## src/verilog/hps_map.svh

```systemverilog
// constants for the host port and memory pin block
`ifndef HPS_MAP_SVH
`define HPS_MAP_SVH
`define HPS_ADDR_W      20
`define HPS_DATA_W      16
`define HPS_MDATA_W     18
`define HPS_PAR_HI      17
`define HPS_PAR_LO      16
`define HPS_NUM_BANKS   4
`define HPS_IRQ_SRC     4
`define HPS_MEM_WAIT_NS 8
`define HPS_MEM_WAIT_CYC ((`HPS_MEM_WAIT_NS + 3) / 4)
`define HPS_INT_WAIT_CYC 1
`endif

```

## src/verilog/hps_pkg.sv

```systemverilog
// types for the external memory banks, used by the device end and the bench
package hps_pkg;
   typedef enum logic [1:0] {
      HPS_BANK1,
      HPS_BANK2,
      HPS_BANK4
   } hps_banks_t;
   typedef enum logic [1:0] {
      HPS_BANK_1M,
      HPS_BANK_512K,
      HPS_BANK_256K,
      HPS_BANK_128K
   } hps_bank_size_t;
endpackage

```

## src/verilog/hps_if.sv

```systemverilog
// pin-level carrier between host and device
`timescale 1ns/1ns
interface hps_if;
   logic        bus_strobe_mode;
   logic        cs_n;
   logic        wr_or_dir;
   logic        read_or_data_strobe_n;
   logic        external_memory_steer;
   logic [19:0] addr;
   logic [15:0] host_dout;
   logic        host_doe;
   logic [15:0] dev_dout;
   logic        dev_doe;
   logic        transfer_acknowledge;
   logic        ack_oe;
   logic        irq_n;
   logic        irq_oe;
   modport device (
      input  bus_strobe_mode, cs_n, wr_or_dir, read_or_data_strobe_n,
      input  external_memory_steer, addr, host_dout, host_doe,
      output dev_dout, dev_doe, transfer_acknowledge, ack_oe, irq_n, irq_oe
   );
   modport host (
      output bus_strobe_mode, cs_n, wr_or_dir, read_or_data_strobe_n,
      output external_memory_steer, addr, host_dout, host_doe,
      input  dev_dout, dev_doe, transfer_acknowledge, ack_oe, irq_n, irq_oe
   );
endinterface

```

## src/verilog/hps_device.sv

```systemverilog
// device end: host port decode, external memory pins and interrupt
`timescale 1ns/1ns
`include "hps_map.svh"
module hps_device (
   input  wire logic                        clk,
   input  wire logic                        reset,
   hps_if.device                            hp,
   input  wire hps_pkg::hps_banks_t         banks,
   input  wire hps_pkg::hps_bank_size_t     bank_size,
   input  wire logic                        parity_en,
   input  wire logic [`HPS_IRQ_SRC-1:0]     irq_src,
   input  wire logic [`HPS_IRQ_SRC-1:0]     irq_enable,
   input  wire logic                        parity_err_clear,
   output logic                             parity_err_reg,
   output logic                             int_req_reg,
   output logic                             int_we_reg,
   output logic [`HPS_ADDR_W-1:0]           int_addr_reg,
   output logic [`HPS_DATA_W-1:0]           int_wdata_reg,
   input  wire logic [`HPS_DATA_W-1:0]      int_rdata,
   output logic [`HPS_NUM_BANKS-1:0]        mem_cs_n_reg,
   output logic                             mem_we_n_reg,
   output logic [`HPS_ADDR_W-1:0]           mem_addr_reg,
   output logic [`HPS_MDATA_W-1:0]          mem_dout_reg,
   output logic                             mem_doe_reg,
   input  wire logic [`HPS_MDATA_W-1:0]     mem_din
);
   typedef enum logic [2:0] {
      S_IDLE, S_MEM, S_INT, S_ACK, S_DONE
   } hps_dev_state_t;

   // =========================================================
   // pin synchronisers
   // =========================================================
   localparam int NS = 5;
   logic [NS-1:0] s1_reg;
   logic [NS-1:0] s2_reg;
   logic [`HPS_ADDR_W-1:0] a_s;
   logic [`HPS_DATA_W-1:0] d_s;
   logic strap_s, cs_s, wr_s, rd_s, steer_s;
   logic [15:0] wdat1_reg;
   logic [15:0] wdat2_reg;
   logic [19:0] adr1_reg;
   logic [19:0] adr2_reg;
   always_ff @(posedge clk) begin
      s1_reg <= {hp.bus_strobe_mode, hp.cs_n, hp.wr_or_dir,
                 hp.read_or_data_strobe_n, hp.external_memory_steer};
      s2_reg <= s1_reg;
      adr1_reg <= hp.addr;
      adr2_reg <= adr1_reg;
      wdat1_reg <= hp.host_dout;
      wdat2_reg <= wdat1_reg;
   end
   logic [15:0] mdin1_reg;
   logic [15:0] mdin_s;
   logic [1:0]  mpar1_reg;
   logic [1:0]  mpar_s;
   always_ff @(posedge clk) begin
      mdin1_reg <= mem_din[15:0];
      mdin_s    <= mdin1_reg;
      mpar1_reg <= mem_din[`HPS_PAR_HI:`HPS_PAR_LO];
      mpar_s    <= mpar1_reg;
   end
   assign strap_s = s2_reg[4];
   assign cs_s    = s2_reg[3];
   assign wr_s    = s2_reg[2];
   assign rd_s    = s2_reg[1];
   assign steer_s = s2_reg[0];
   assign a_s     = adr2_reg;
   assign d_s     = wdat2_reg;

   // =========================================================
   // strap capture and strobe decode
   // =========================================================
   // strap caught once after reset; later changes are ignored
   logic mode_reg;
   logic mode_valid_reg;
   always_ff @(posedge clk) begin
      if (reset) begin
         mode_valid_reg <= 1'b0;
         mode_reg       <= 1'b1;
      end else if (!mode_valid_reg) begin
         mode_valid_reg <= 1'b1;
         mode_reg       <= strap_s;
      end
   end
   logic strobe, is_write;
   always_comb begin
      if (mode_reg) begin
         strobe   = !wr_s || !rd_s;
         is_write = !wr_s;
      end else begin
         strobe   = !rd_s;
         is_write = !wr_s;
      end
      if (cs_s)
         strobe = 1'b0;
   end

   // =========================================================
   // access sequencer
   // =========================================================
   hps_dev_state_t st_reg;
   logic [3:0]  wait_reg;
   logic        wr_reg;
   logic        ext_reg;
   logic [15:0] rdata_reg;
   logic [1:0]  bank;
   logic [1:0]  bank_raw;
   logic [19:0] maddr;
   always_comb begin
      // bank index from top meaningful address bits
      unique case (bank_size)
         hps_pkg::HPS_BANK_1M: begin
            bank_raw = 2'b00;
            maddr    = a_s;
         end
         hps_pkg::HPS_BANK_512K: begin
            bank_raw = {1'b0, a_s[19]};
            maddr    = {1'b0, a_s[18:0]};
         end
         hps_pkg::HPS_BANK_256K: begin
            bank_raw = a_s[19:18];
            maddr    = {2'b00, a_s[17:0]};
         end
         hps_pkg::HPS_BANK_128K: begin
            bank_raw = a_s[18:17];
            maddr    = {3'b000, a_s[16:0]};
         end
      endcase
      unique case (banks)
         hps_pkg::HPS_BANK2: bank = {1'b0, bank_raw[0]};
         hps_pkg::HPS_BANK4: bank = bank_raw;
         default:            bank = 2'b00;
      endcase
   end
   always_ff @(posedge clk) begin
      if (reset) begin
         st_reg        <= S_IDLE;
         wait_reg      <= 4'h0;
         wr_reg        <= 1'b0;
         ext_reg       <= 1'b0;
         rdata_reg     <= 16'h0000;
         mem_cs_n_reg  <= 4'hf;
         mem_we_n_reg  <= 1'b1;
         mem_addr_reg  <= 20'h00000;
         mem_dout_reg  <= 18'h00000;
         mem_doe_reg   <= 1'b0;
         int_req_reg   <= 1'b0;
         int_we_reg    <= 1'b0;
         int_addr_reg  <= 20'h00000;
         int_wdata_reg <= 16'h0000;
      end else begin
         int_req_reg <= 1'b0;
         unique case (st_reg)
            S_IDLE: if (strobe && mode_valid_reg) begin
               wr_reg  <= is_write;
               ext_reg <= steer_s;
               if (steer_s) begin
                  st_reg       <= S_MEM;
                  // two extra cycles cover the memory data synchroniser
                  wait_reg     <= 4'(`HPS_MEM_WAIT_CYC + 2);
                  mem_addr_reg <= maddr;
                  mem_cs_n_reg <= ~(4'h1 << bank);
                  mem_we_n_reg <= !is_write;
                  mem_doe_reg  <= is_write;
                  mem_dout_reg <= {parity_en & ~^d_s[15:8],
                                   parity_en & ~^d_s[7:0], d_s};
               end else begin
                  st_reg        <= S_INT;
                  wait_reg      <= 4'(`HPS_INT_WAIT_CYC);
                  int_req_reg   <= 1'b1;
                  int_we_reg    <= is_write;
                  int_addr_reg  <= a_s;
                  int_wdata_reg <= d_s;
               end
            end
            S_MEM: if (wait_reg <= 4'h1) begin
               st_reg       <= S_ACK;
               mem_cs_n_reg <= 4'hf;
               mem_we_n_reg <= 1'b1;
               mem_doe_reg  <= 1'b0;
               rdata_reg    <= mdin_s;
            end else
               wait_reg <= wait_reg - 4'h1;
            S_INT: if (wait_reg <= 4'h1) begin
               st_reg    <= S_ACK;
               rdata_reg <= int_rdata;
            end else
               wait_reg <= wait_reg - 4'h1;
            S_ACK:  st_reg <= S_DONE;
            S_DONE: if (!strobe) st_reg <= S_IDLE;
         endcase
      end
   end
   // odd-parity mismatch on a captured external read
   logic par_bad;
   assign par_bad = parity_en && st_reg == S_MEM && wait_reg <= 4'h1 &&
                    !wr_reg && (mpar_s != {~^mdin_s[15:8], ~^mdin_s[7:0]});

   // =========================================================
   // host-side pin drive
   // =========================================================
   // data is registered one cycle before acknowledge so the host
   // never samples a changing bus
   always_ff @(posedge clk) begin
      if (reset) begin
         hp.dev_dout             <= 16'h0000;
         hp.dev_doe              <= 1'b0;
         hp.transfer_acknowledge <= 1'b1;
         hp.ack_oe               <= 1'b0;
      end else begin
         hp.dev_dout <= rdata_reg;
         hp.dev_doe  <= !cs_s && !wr_reg &&
                        (st_reg == S_ACK || st_reg == S_DONE) && !is_write;
         if (mode_reg) begin
            hp.ack_oe <= !cs_s;
            hp.transfer_acknowledge <= st_reg == S_DONE;
         end else begin
            hp.ack_oe <= st_reg == S_DONE;
            hp.transfer_acknowledge <= 1'b0;
         end
      end
   end

   // =========================================================
   // alarm and interrupt
   // =========================================================
   always_ff @(posedge clk) begin
      if (reset)
         parity_err_reg <= 1'b0;
      else if (par_bad)
         parity_err_reg <= 1'b1;
      else if (parity_err_clear)
         parity_err_reg <= 1'b0;
   end
   logic [`HPS_IRQ_SRC:0] src_all;
   logic [`HPS_IRQ_SRC:0] en_all;
   assign src_all = {parity_err_reg, irq_src};
   assign en_all  = {1'b1, irq_enable};
   always_ff @(posedge clk) begin
      if (reset) begin
         hp.irq_n  <= 1'b1;
         hp.irq_oe <= 1'b0;
      end else begin
         hp.irq_n  <= 1'b0;
         hp.irq_oe <= |(src_all & en_all);
      end
   end
endmodule

```

## src/flat_wrapper.sv

```systemverilog
// flat-port wrapper written by rule: the top's interface ports become plain ports
module hps_device_flat 
  (clk, reset, banks, bank_size, parity_en, irq_src, irq_enable, parity_err_clear, parity_err_reg, int_req_reg, int_we_reg, int_addr_reg, int_wdata_reg, int_rdata, mem_cs_n_reg, mem_we_n_reg, mem_addr_reg, mem_dout_reg, mem_doe_reg, mem_din, hp_bus_strobe_mode, hp_cs_n, hp_wr_or_dir, hp_read_or_data_strobe_n, hp_external_memory_steer, hp_addr, hp_host_dout, hp_host_doe, hp_dev_dout, hp_dev_doe, hp_transfer_acknowledge, hp_ack_oe, hp_irq_n, hp_irq_oe);
  hps_if hp_i ();
  input  wire logic clk;
  input  wire logic reset;
  input  wire hps_pkg::hps_banks_t banks;
  input  wire hps_pkg::hps_bank_size_t bank_size;
  input  wire logic parity_en;
  input  wire logic [`HPS_IRQ_SRC-1:0] irq_src;
  input  wire logic [`HPS_IRQ_SRC-1:0] irq_enable;
  input  wire logic parity_err_clear;
  output logic parity_err_reg;
  output logic int_req_reg;
  output logic int_we_reg;
  output logic [`HPS_ADDR_W-1:0] int_addr_reg;
  output logic [`HPS_DATA_W-1:0] int_wdata_reg;
  input  wire logic [`HPS_DATA_W-1:0] int_rdata;
  output logic [`HPS_NUM_BANKS-1:0] mem_cs_n_reg;
  output logic mem_we_n_reg;
  output logic [`HPS_ADDR_W-1:0] mem_addr_reg;
  output logic [`HPS_MDATA_W-1:0] mem_dout_reg;
  output logic mem_doe_reg;
  input  wire logic [`HPS_MDATA_W-1:0] mem_din;
  input wire logic [$bits(hp_i.bus_strobe_mode)-1:0] hp_bus_strobe_mode;
  input wire logic [$bits(hp_i.cs_n)-1:0] hp_cs_n;
  input wire logic [$bits(hp_i.wr_or_dir)-1:0] hp_wr_or_dir;
  input wire logic [$bits(hp_i.read_or_data_strobe_n)-1:0] hp_read_or_data_strobe_n;
  input wire logic [$bits(hp_i.external_memory_steer)-1:0] hp_external_memory_steer;
  input wire logic [$bits(hp_i.addr)-1:0] hp_addr;
  input wire logic [$bits(hp_i.host_dout)-1:0] hp_host_dout;
  input wire logic [$bits(hp_i.host_doe)-1:0] hp_host_doe;
  output wire logic [$bits(hp_i.dev_dout)-1:0] hp_dev_dout;
  output wire logic [$bits(hp_i.dev_doe)-1:0] hp_dev_doe;
  output wire logic [$bits(hp_i.transfer_acknowledge)-1:0] hp_transfer_acknowledge;
  output wire logic [$bits(hp_i.ack_oe)-1:0] hp_ack_oe;
  output wire logic [$bits(hp_i.irq_n)-1:0] hp_irq_n;
  output wire logic [$bits(hp_i.irq_oe)-1:0] hp_irq_oe;
  assign hp_i.bus_strobe_mode = hp_bus_strobe_mode;
  assign hp_i.cs_n = hp_cs_n;
  assign hp_i.wr_or_dir = hp_wr_or_dir;
  assign hp_i.read_or_data_strobe_n = hp_read_or_data_strobe_n;
  assign hp_i.external_memory_steer = hp_external_memory_steer;
  assign hp_i.addr = hp_addr;
  assign hp_i.host_dout = hp_host_dout;
  assign hp_i.host_doe = hp_host_doe;
  assign hp_dev_dout = hp_i.dev_dout;
  assign hp_dev_doe = hp_i.dev_doe;
  assign hp_transfer_acknowledge = hp_i.transfer_acknowledge;
  assign hp_ack_oe = hp_i.ack_oe;
  assign hp_irq_n = hp_i.irq_n;
  assign hp_irq_oe = hp_i.irq_oe;
  hps_device u_core (.clk(clk), .reset(reset), .hp(hp_i), .banks(banks), .bank_size(bank_size), .parity_en(parity_en), .irq_src(irq_src), .irq_enable(irq_enable), .parity_err_clear(parity_err_clear), .parity_err_reg(parity_err_reg), .int_req_reg(int_req_reg), .int_we_reg(int_we_reg), .int_addr_reg(int_addr_reg), .int_wdata_reg(int_wdata_reg), .int_rdata(int_rdata), .mem_cs_n_reg(mem_cs_n_reg), .mem_we_n_reg(mem_we_n_reg), .mem_addr_reg(mem_addr_reg), .mem_dout_reg(mem_dout_reg), .mem_doe_reg(mem_doe_reg), .mem_din(mem_din));
endmodule
```

## config.mk

```make
export PLATFORM = sky130hd
export DESIGN_NAME = hps_device_flat
export DESIGN_NICKNAME = d
export VERILOG_FILES = /design/src/verilog/hps_pkg.sv /design/src/verilog/hps_if.sv /design/src/verilog/hps_device.sv /design/src/flat_wrapper.sv
export VERILOG_INCLUDE_DIRS = /design/src /design/src/verilog
export SDC_FILE = /design/constraint.sdc
export NUM_CORES = 1
export LEC_CHECK = 0
export BUFFER_PORTS_ARGS = -buffer_cell sky130_fd_sc_hd__buf_2
export CORE_ASPECT_RATIO = 1.4
export CORE_UTILIZATION = 42
export DETAILED_ROUTE_END_ITERATION = 8
export PLACE_DENSITY = 0.65
export RECOVER_POWER = 100
export SLEW_MARGIN = 20
export SYNTH_ARGS = -nofsm -noshare
export SYNTH_HDL_FRONTEND = slang
export SYNTH_SLANG_ARGS = --single-unit
```

## constraint.sdc

```tcl
create_clock -name clk -period 2.12 [get_ports clk]
set_clock_uncertainty 0.05 [all_clocks]
set_input_delay 0.106 -clock clk [delete_from_list [all_inputs] [get_ports clk]]
set_output_delay 0.106 -clock clk [all_outputs]
set_load 0.02 [all_outputs]
```

==> results by group, run 1 <==
Status
  • Status: finished clean

Layout
  • Design area: between 0.01 and 0.015 mm²
  • Non-Filler Instances: 1255
  • Fin nets: about 1100
  • Syn-to-layout area delta: 36.1%
  • Number of fill cells: 1536
  • Diodes inserted: 0
  • Final core occ: 0.589
  • Proportion of layout cells with a drive suffix above 1: 0.162

Worst setup path
  • Worst EP required: 2450 ps
  • CP arrival: 2320 ps
  • Critical Path Start Type: flip-flop
  • Kind of critical path: reg -> reg
  • CP max FO: 37
  • Crit. End Element: flip-flop

Timing
  • RSZ-0062 raised after global routing: false
  • Least-Margin Pin Slew: 634 ps
  • Fmax: 0.502 GHz
  • Slew headroom: 0.577
  • Setup_tns: 0 ps
  • Final setup vio count: 0
  • Tcrit/Tclk final: 0.939
  • Final Critical Period: 1990 ps
  • Final count of hold timing violations: 0
  • Max Transition Viols Final: 0
  • Final setup margin: 130 ps

Synthesis
  • Synth cell count leaders: dfxtp_1 (248), nand2_1 (152), a21oi_1 (82)
  • Most numerous cell in the Yosys netlist: dfxtp_1
  • Post-synthesis sequential area ratio: 0.654
  • Ys flop type: dfxtp_1
  • Syn Std Cell Area: 0.00759 mm²
  • Area contributors post-synth: dfxtp_1 (65%), nand2_1 (7.5%), a21oi_1 (5.4%)
  • Syn_nets: 815
  • Async SR Flop Fraction: 0
  • Mapped Avg Cell Area: 10.6 µm²
  • Yosys cell types: 52
  • Ys Warns: 0
  • Synth area leader: dfxtp_1
  • Yosys reg bits: 248
  • Cells after Synth: 719
  • Synth top area share: 0.654
  • Post-synth EDFFs: 0

Place
  • PortBufs: 194
  • Pre-CTS setup slack: 111 ps
  • RePlAce Congestion: 0.764
  • DPL Wire Length: 10900 µm
  • Placed cell area: 0.00889 mm²
  • Placed Cells: about 1100

Route
  • TritonRoute pass-1 iters: 6
  • Total wire length: 16900 µm
  • DRT iter0 DRCs: 252
  • Via density: between 4 and 5
  • DRC viols: 0
  • WL/cell: 13.5 µm
  • ANT nets after route: 0
  • Vias: 5761

Floorplanning
  • Die area: 0.0186 mm²
  • Die width: 116 µm
  • Core Box Area: 0.0175 mm²
  • I/O Pins: 196
  • Chip height: 161 µm
  • Initial core utilization: 0.432
  • Core Rows: 57

GRT
  • Number of global-route vias before repair: 5844
  • First-pass GRT wire length: 27000 µm
  • Initial antenna violation count: 0
  • Pin count of the biggest net entering global routing: 58
  • Overall routing resource usage: 0.181
  • Gr ovfl total: 0

Pwr
  • Gate power share: 0.212
  • Clock Power Share: 0.340
  • Register share of total power: 0.447
  • Cell area power density: 1150 mW/mm²
  • Maximum vdd drop: slightly below 0.0008 V
  • NetSw: 3.44 mW
  • Internal power: 8.46 mW
  • Leakage power: ~4 nW
  • Sw Share: 0.289

CTS
  • Root Buffer: clkbuf_16
  • Clock Sinks: 248
  • H-tree depth: 1
  • Skew-Pair Late Insertion Delay: between 500 and 600 ps
  • Clock tree buffer depth: 3
  • TritonCTS clock tree: yes
  • Clk slew on worst S/H paths: 60 ps
  • Total CTS buffers: 25

Worst hold path
  • Type of the worst min-delay path: in -> reg

Run
  • # Max-Cap Violations: 0
[placed cells by master (no fill, tap or decap), types with 3 or more instances in the layout]
cell / Yosys / routed
buf_4: 5 / 9
buf_12: 0 / 3
mux2i_1: 17 / 17
nor2b_1: 17 / 17
ha_1: 4 / 4
clkbuf_8: 0 / 4
o21ai_0: 5 / 5
a211oi_1: 21 / 21
clkbuf_1: 14 / 109
dfxtp_1: 248 / 248
nand2_1: 152 / 152
a21oi_1: 82 / 82
or2_2: 3 / 3
clkbuf_16: 0 / 25
a31oi_1: 4 / 4
nor3_1: 9 / 8
buf_2: 16 / 89
nand3_1: 5 / 5
dlygate4sd3_1: 0 / 84
clkinvlp_4: 0 / 3
clkinv_2: 0 / 5
nor2_1: 37 / 37
inv_1: 8 / 8
xor2_1: 3 / 3
xnor2_1: 25 / 24
[metal layers]
metal	GRT usage	wire [µm]	share of wire	vias to the layer above
li1	-	-	-	2949
met1	0.193	6860	0.41	2616
met2	0.336	8500	0.50	168
met3	0.0518	1190	0.070	28
met4	0.0614	365	0.022	0
met5	0	0	0	-
[cell families after synthesis]
kind of cell,share of synthesized area
compound gates,0.107
xor+xnor,0.0383
fa+ha+maj,0.00660
buf+inv,0.0284
flops,0.654
mux,0.0254
simple gates,0.140
[path summary, 6_finish.rpt]
path                  startpoint                       end  slack, ps  cells past startpoint
max             u_core.st_reg[1]  u_core.int_wdata_reg[10]        130                      7
min                     banks[1]    u_core.mem_cs_n_reg[3]         60                      4
max reg2reg     u_core.st_reg[1]  u_core.int_wdata_reg[10]        130                      7
min reg2reg  u_core.wdat1_reg[8]             u_core.d_s[8]        270                      0
[area by class of cell]
type                            instances  area (µm²)  share of cell area
Tap cell                              236         295              0.0286
Inverter                                9        33.8             0.00327
Clock buffer                           34         699              0.0677
Sequential cell                       248        4960               0.481
Timing Repair Buffer                  293        1840               0.178
Clock inverter                          9        56.3             0.00545
Multi-Input combinational cell        426        2440               0.236
[metrics by stage]
stage / total power, mW / hold slack, ps
2_1_floorplan: 7.24 / 83.7
3_3_place_gp: 7.90 / 158
6_report: 11.9 / 56.7
5_1_grt: 12.5 / 99.8
4_1_cts: 12.1 / 47.2
3_5_place_dp: 7.94 / 160
[what timing repair did]
action,4_1_cts,5_1_grt
setup buffers,0,0
hold buffers,85,0
endpoints found under the hold margin,83,0
setup endpoints to repair,0,3
gates resized for setup,0,4
[power by group through the flow]
| stage | logic [mW] | registers, mW | clock network (mW) |
|---|---|---|---|
| floorplan | 1.70 | 5.54 | 0 |
| global placement | 2.49 | 5.41 | 0 |
| detailed placement | 2.52 | 5.42 | 0 |
| CTS | 2.66 | 5.32 | 4.15 |
| global route | 2.81 | 5.38 | 4.34 |
| finish | 2.53 | 5.32 | 4.05 |
[worst max-delay path: stages, from the launching register on]
cell and delay (ps):
dfxtp_1 340, buf_4 170, or3_1 430, a211oi_4 370
nand2_2 100, buf_6 210, nand2_1 100, a21oi_1 70
Power figures use the tool's default switching activity.
==> run 2, diff against run 1 <==
- REMOVE_ABC_BUFFERS: not set -> 1
- SKIP_CTS_REPAIR_TIMING: not set -> 1
==> run 2 against run 1 <==
Net effect: non-clock buffer count up 1; final cell count increased by 0.16%; sequential power about the same; combinational power is 2% lower; utilization rose by 0.28 points; fmax is 0.69% higher; die area unchanged; clock power increased by 7.2%; critical endpoint is now u_core.int_wdata_reg[9]; largest cell class unchanged; largest power group unchanged; highest routed layer unchanged.
==> results by group, run 2 (same netlist as run 1, synthesis figures left out) <==
Status
  • Status: finished clean

Pwr
  • Clock Power Share: 0.356 (+0.016)
  • Sw Share: 0.283 (-0.00637)
  • Cell area power density: 1170 mW/mm² (+1.8%)
  • Gate power share: 0.205 (-0.007)
  • Register share of total power: 0.439 (-0.008)
  • Internal power: 8.72 mW (+3.2%)
  • NetSw: 3.44 mW (about the same)
  • Maximum vdd drop: 0.000725 V (-8.5%)
  • Leakage power: 4.03 nW (+0.63%)

Worst setup path
  • Kind of critical path: reg -> reg
  • CP arrival: 2350 ps (+30 ps)
  • Delay-heaviest family, CP: simple AND/OR/NAND/NOR gates
  • WP buf/inv: 1 (-1)
  • Cell chain of the critical path: or3_1, nor3_2, buf_4, nand2_1, a21oi_1
  • Crit. End Element: flip-flop
  • Worst EP required: 2490 ps (+40 ps)
  • Critical Path Start Type: flip-flop
  • Critical-path top delay cell: or3_1
  • CP max FO: 12 (-68%)
  • CP peak stage delay: 520 ps (+90 ps)

CTS
  • Clock Sinks: 248 (unchanged)
  • Clk slew on worst S/H paths: 60 ps (about the same)
  • TritonCTS clock tree: yes
  • Clock tree buffer depth: 3 (unchanged)
  • H-tree depth: 1 (unchanged)
  • Root Buffer: clkbuf_16
  • Total CTS buffers: 24 (-4.0%)
  • Skew-Pair Late Insertion Delay: 520 ps (about the same)

Place
  • RePlAce Congestion: 0.778 (+1.9%)
  • Placed Cells: 1130 (+0.18%)
  • PortBufs: 194 (unchanged)
  • DPL Wire Length: 11100 µm (+2.3%)

Worst hold path
  • Type of the worst min-delay path: in -> reg

Timing
  • Final Critical Period: 1980 ps (-13.7 ps)
  • Fmax: 0.506 GHz (+0.69%)
  • Slew headroom: 0.0641 (-0.513)
  • Least-Margin Pin Slew: 1400 ps (+770 ps)
  • Final setup vio count: 0 (unchanged)
  • Final count of hold timing violations: 0 (unchanged)
  • Tcrit/Tclk final: 0.932 (-0.00648)
  • RSZ-0062 raised after global routing: false
  • Setup_tns: 0 ps (unchanged)
  • Hold_ws: 25.1 ps (-31.6 ps)
  • Max Transition Viols Final: 0 (unchanged)

GRT
  • Initial antenna violation count: 0 (unchanged)
  • Number of global-route vias before repair: 5501 (-5.9%)
  • Gr ovfl total: 0 (unchanged)
  • Overall routing resource usage: 0.177 (-0.00438)
  • Pin count of the biggest net entering global routing: 68 (+17%)
  • First-pass GRT wire length: 26400 µm (-1.9%)

Route
  • Total wire length: 17600 µm (+4.2%)
  • DRC viols: 0 (unchanged)
  • TritonRoute pass-1 iters: 4 (-2)
  • ANT nets after route: 0 (unchanged)
  • Vias: 5907 (+2.5%)
  • WL/cell: 14.0 µm (+4.0%)
  • DRT iter0 DRCs: 322 (+28%)
  • Via density: 4.70 (+2.4%)

Layout
  • Diodes inserted: 0 (unchanged)
  • Most frequent cells in the layout: dfxtp_1 (248), nand2_1 (152), clkbuf_1 (110)
  • Syn-to-layout area delta: 36.7%
  • Fin nets: 1099 (unchanged)
  • Proportion of layout cells with a drive suffix above 1: 0.162 (-0.000317)
  • Non-Filler Instances: 1257 (+0.16%)
  • Most common cell after layout, fill and taps aside: dfxtp_1

Floorplanning
  • Initial core utilization: 0.432 (unchanged)
  • Core Rows: 57 (unchanged)
  • I/O Pins: 196 (unchanged)
  • Core Box Area: 0.0175 mm² (unchanged)
  • Die width: 116 µm (unchanged)
  • Die area: 0.0186 mm² (unchanged)
  • Chip height: 161 µm (unchanged)

Run
  • # Max-Cap Violations: 0 (unchanged)
## run 2: per-layer routing
metal	vias to the layer above	global-route usage	share of wire
met3	25	0.0559	0.076
met1	2721	0.208	0.41
met4	0	0.0602	0.016
met5	-	0	0
met2	210	0.300	0.49
li1	2951	-	-
## run 2: worst paths after layout
| check | from | end | slack (ps) | cells after the start |
|---|---|---|---|---|
| setup / recovery | u_core.st_reg[2] | u_core.int_wdata_reg[9] | 140 | 5 |
| setup reg to reg | u_core.st_reg[2] | u_core.int_wdata_reg[9] | 140 | 5 |
| hold / removal | reset | u_core.hp.irq_n | 30 | 1 |
| hold reg to reg | u_core.mdin1_reg[10] | u_core.mdin_s[10] | 260 | 0 |
## run 2: power by group through the flow
stage	clock network [mW]	logic [mW]	registers, mW
after floorplan	0	1.49	5.59
after global placement	0	2.50	5.42
after detailed placement	0	2.53	5.44
after CTS	4.44	2.55	5.34
after global routing	4.66	2.77	5.39
final	4.34	2.49	5.34
## run 2: final cells by class
type / count / area, µm²
Inverter: 9 / 33.8
Tap cell: 236 / 295
Clock buffer: 38 / 763
Fill cell: 1543 / 7170
Sequential cell: 248 / 4960
Multi-Input combinational cell: 426 / 2420
Clock inverter: 6 / 72.6
Timing Repair Buffer: 294 / 1820
## run 2: per-stage QoR
stage	power, mW	setup slack (ps)	area [µm²]	util
2_1_floorplan	7.08	-1140	7400	-
3_3_place_gp	7.92	228	8890	0.507
3_5_place_dp	7.97	174	8890	0.507
4_1_cts	12.3	155	9730	0.554
5_1_grt	12.8	5.56	10400	0.591
6_report	12.2	144	10400	0.591
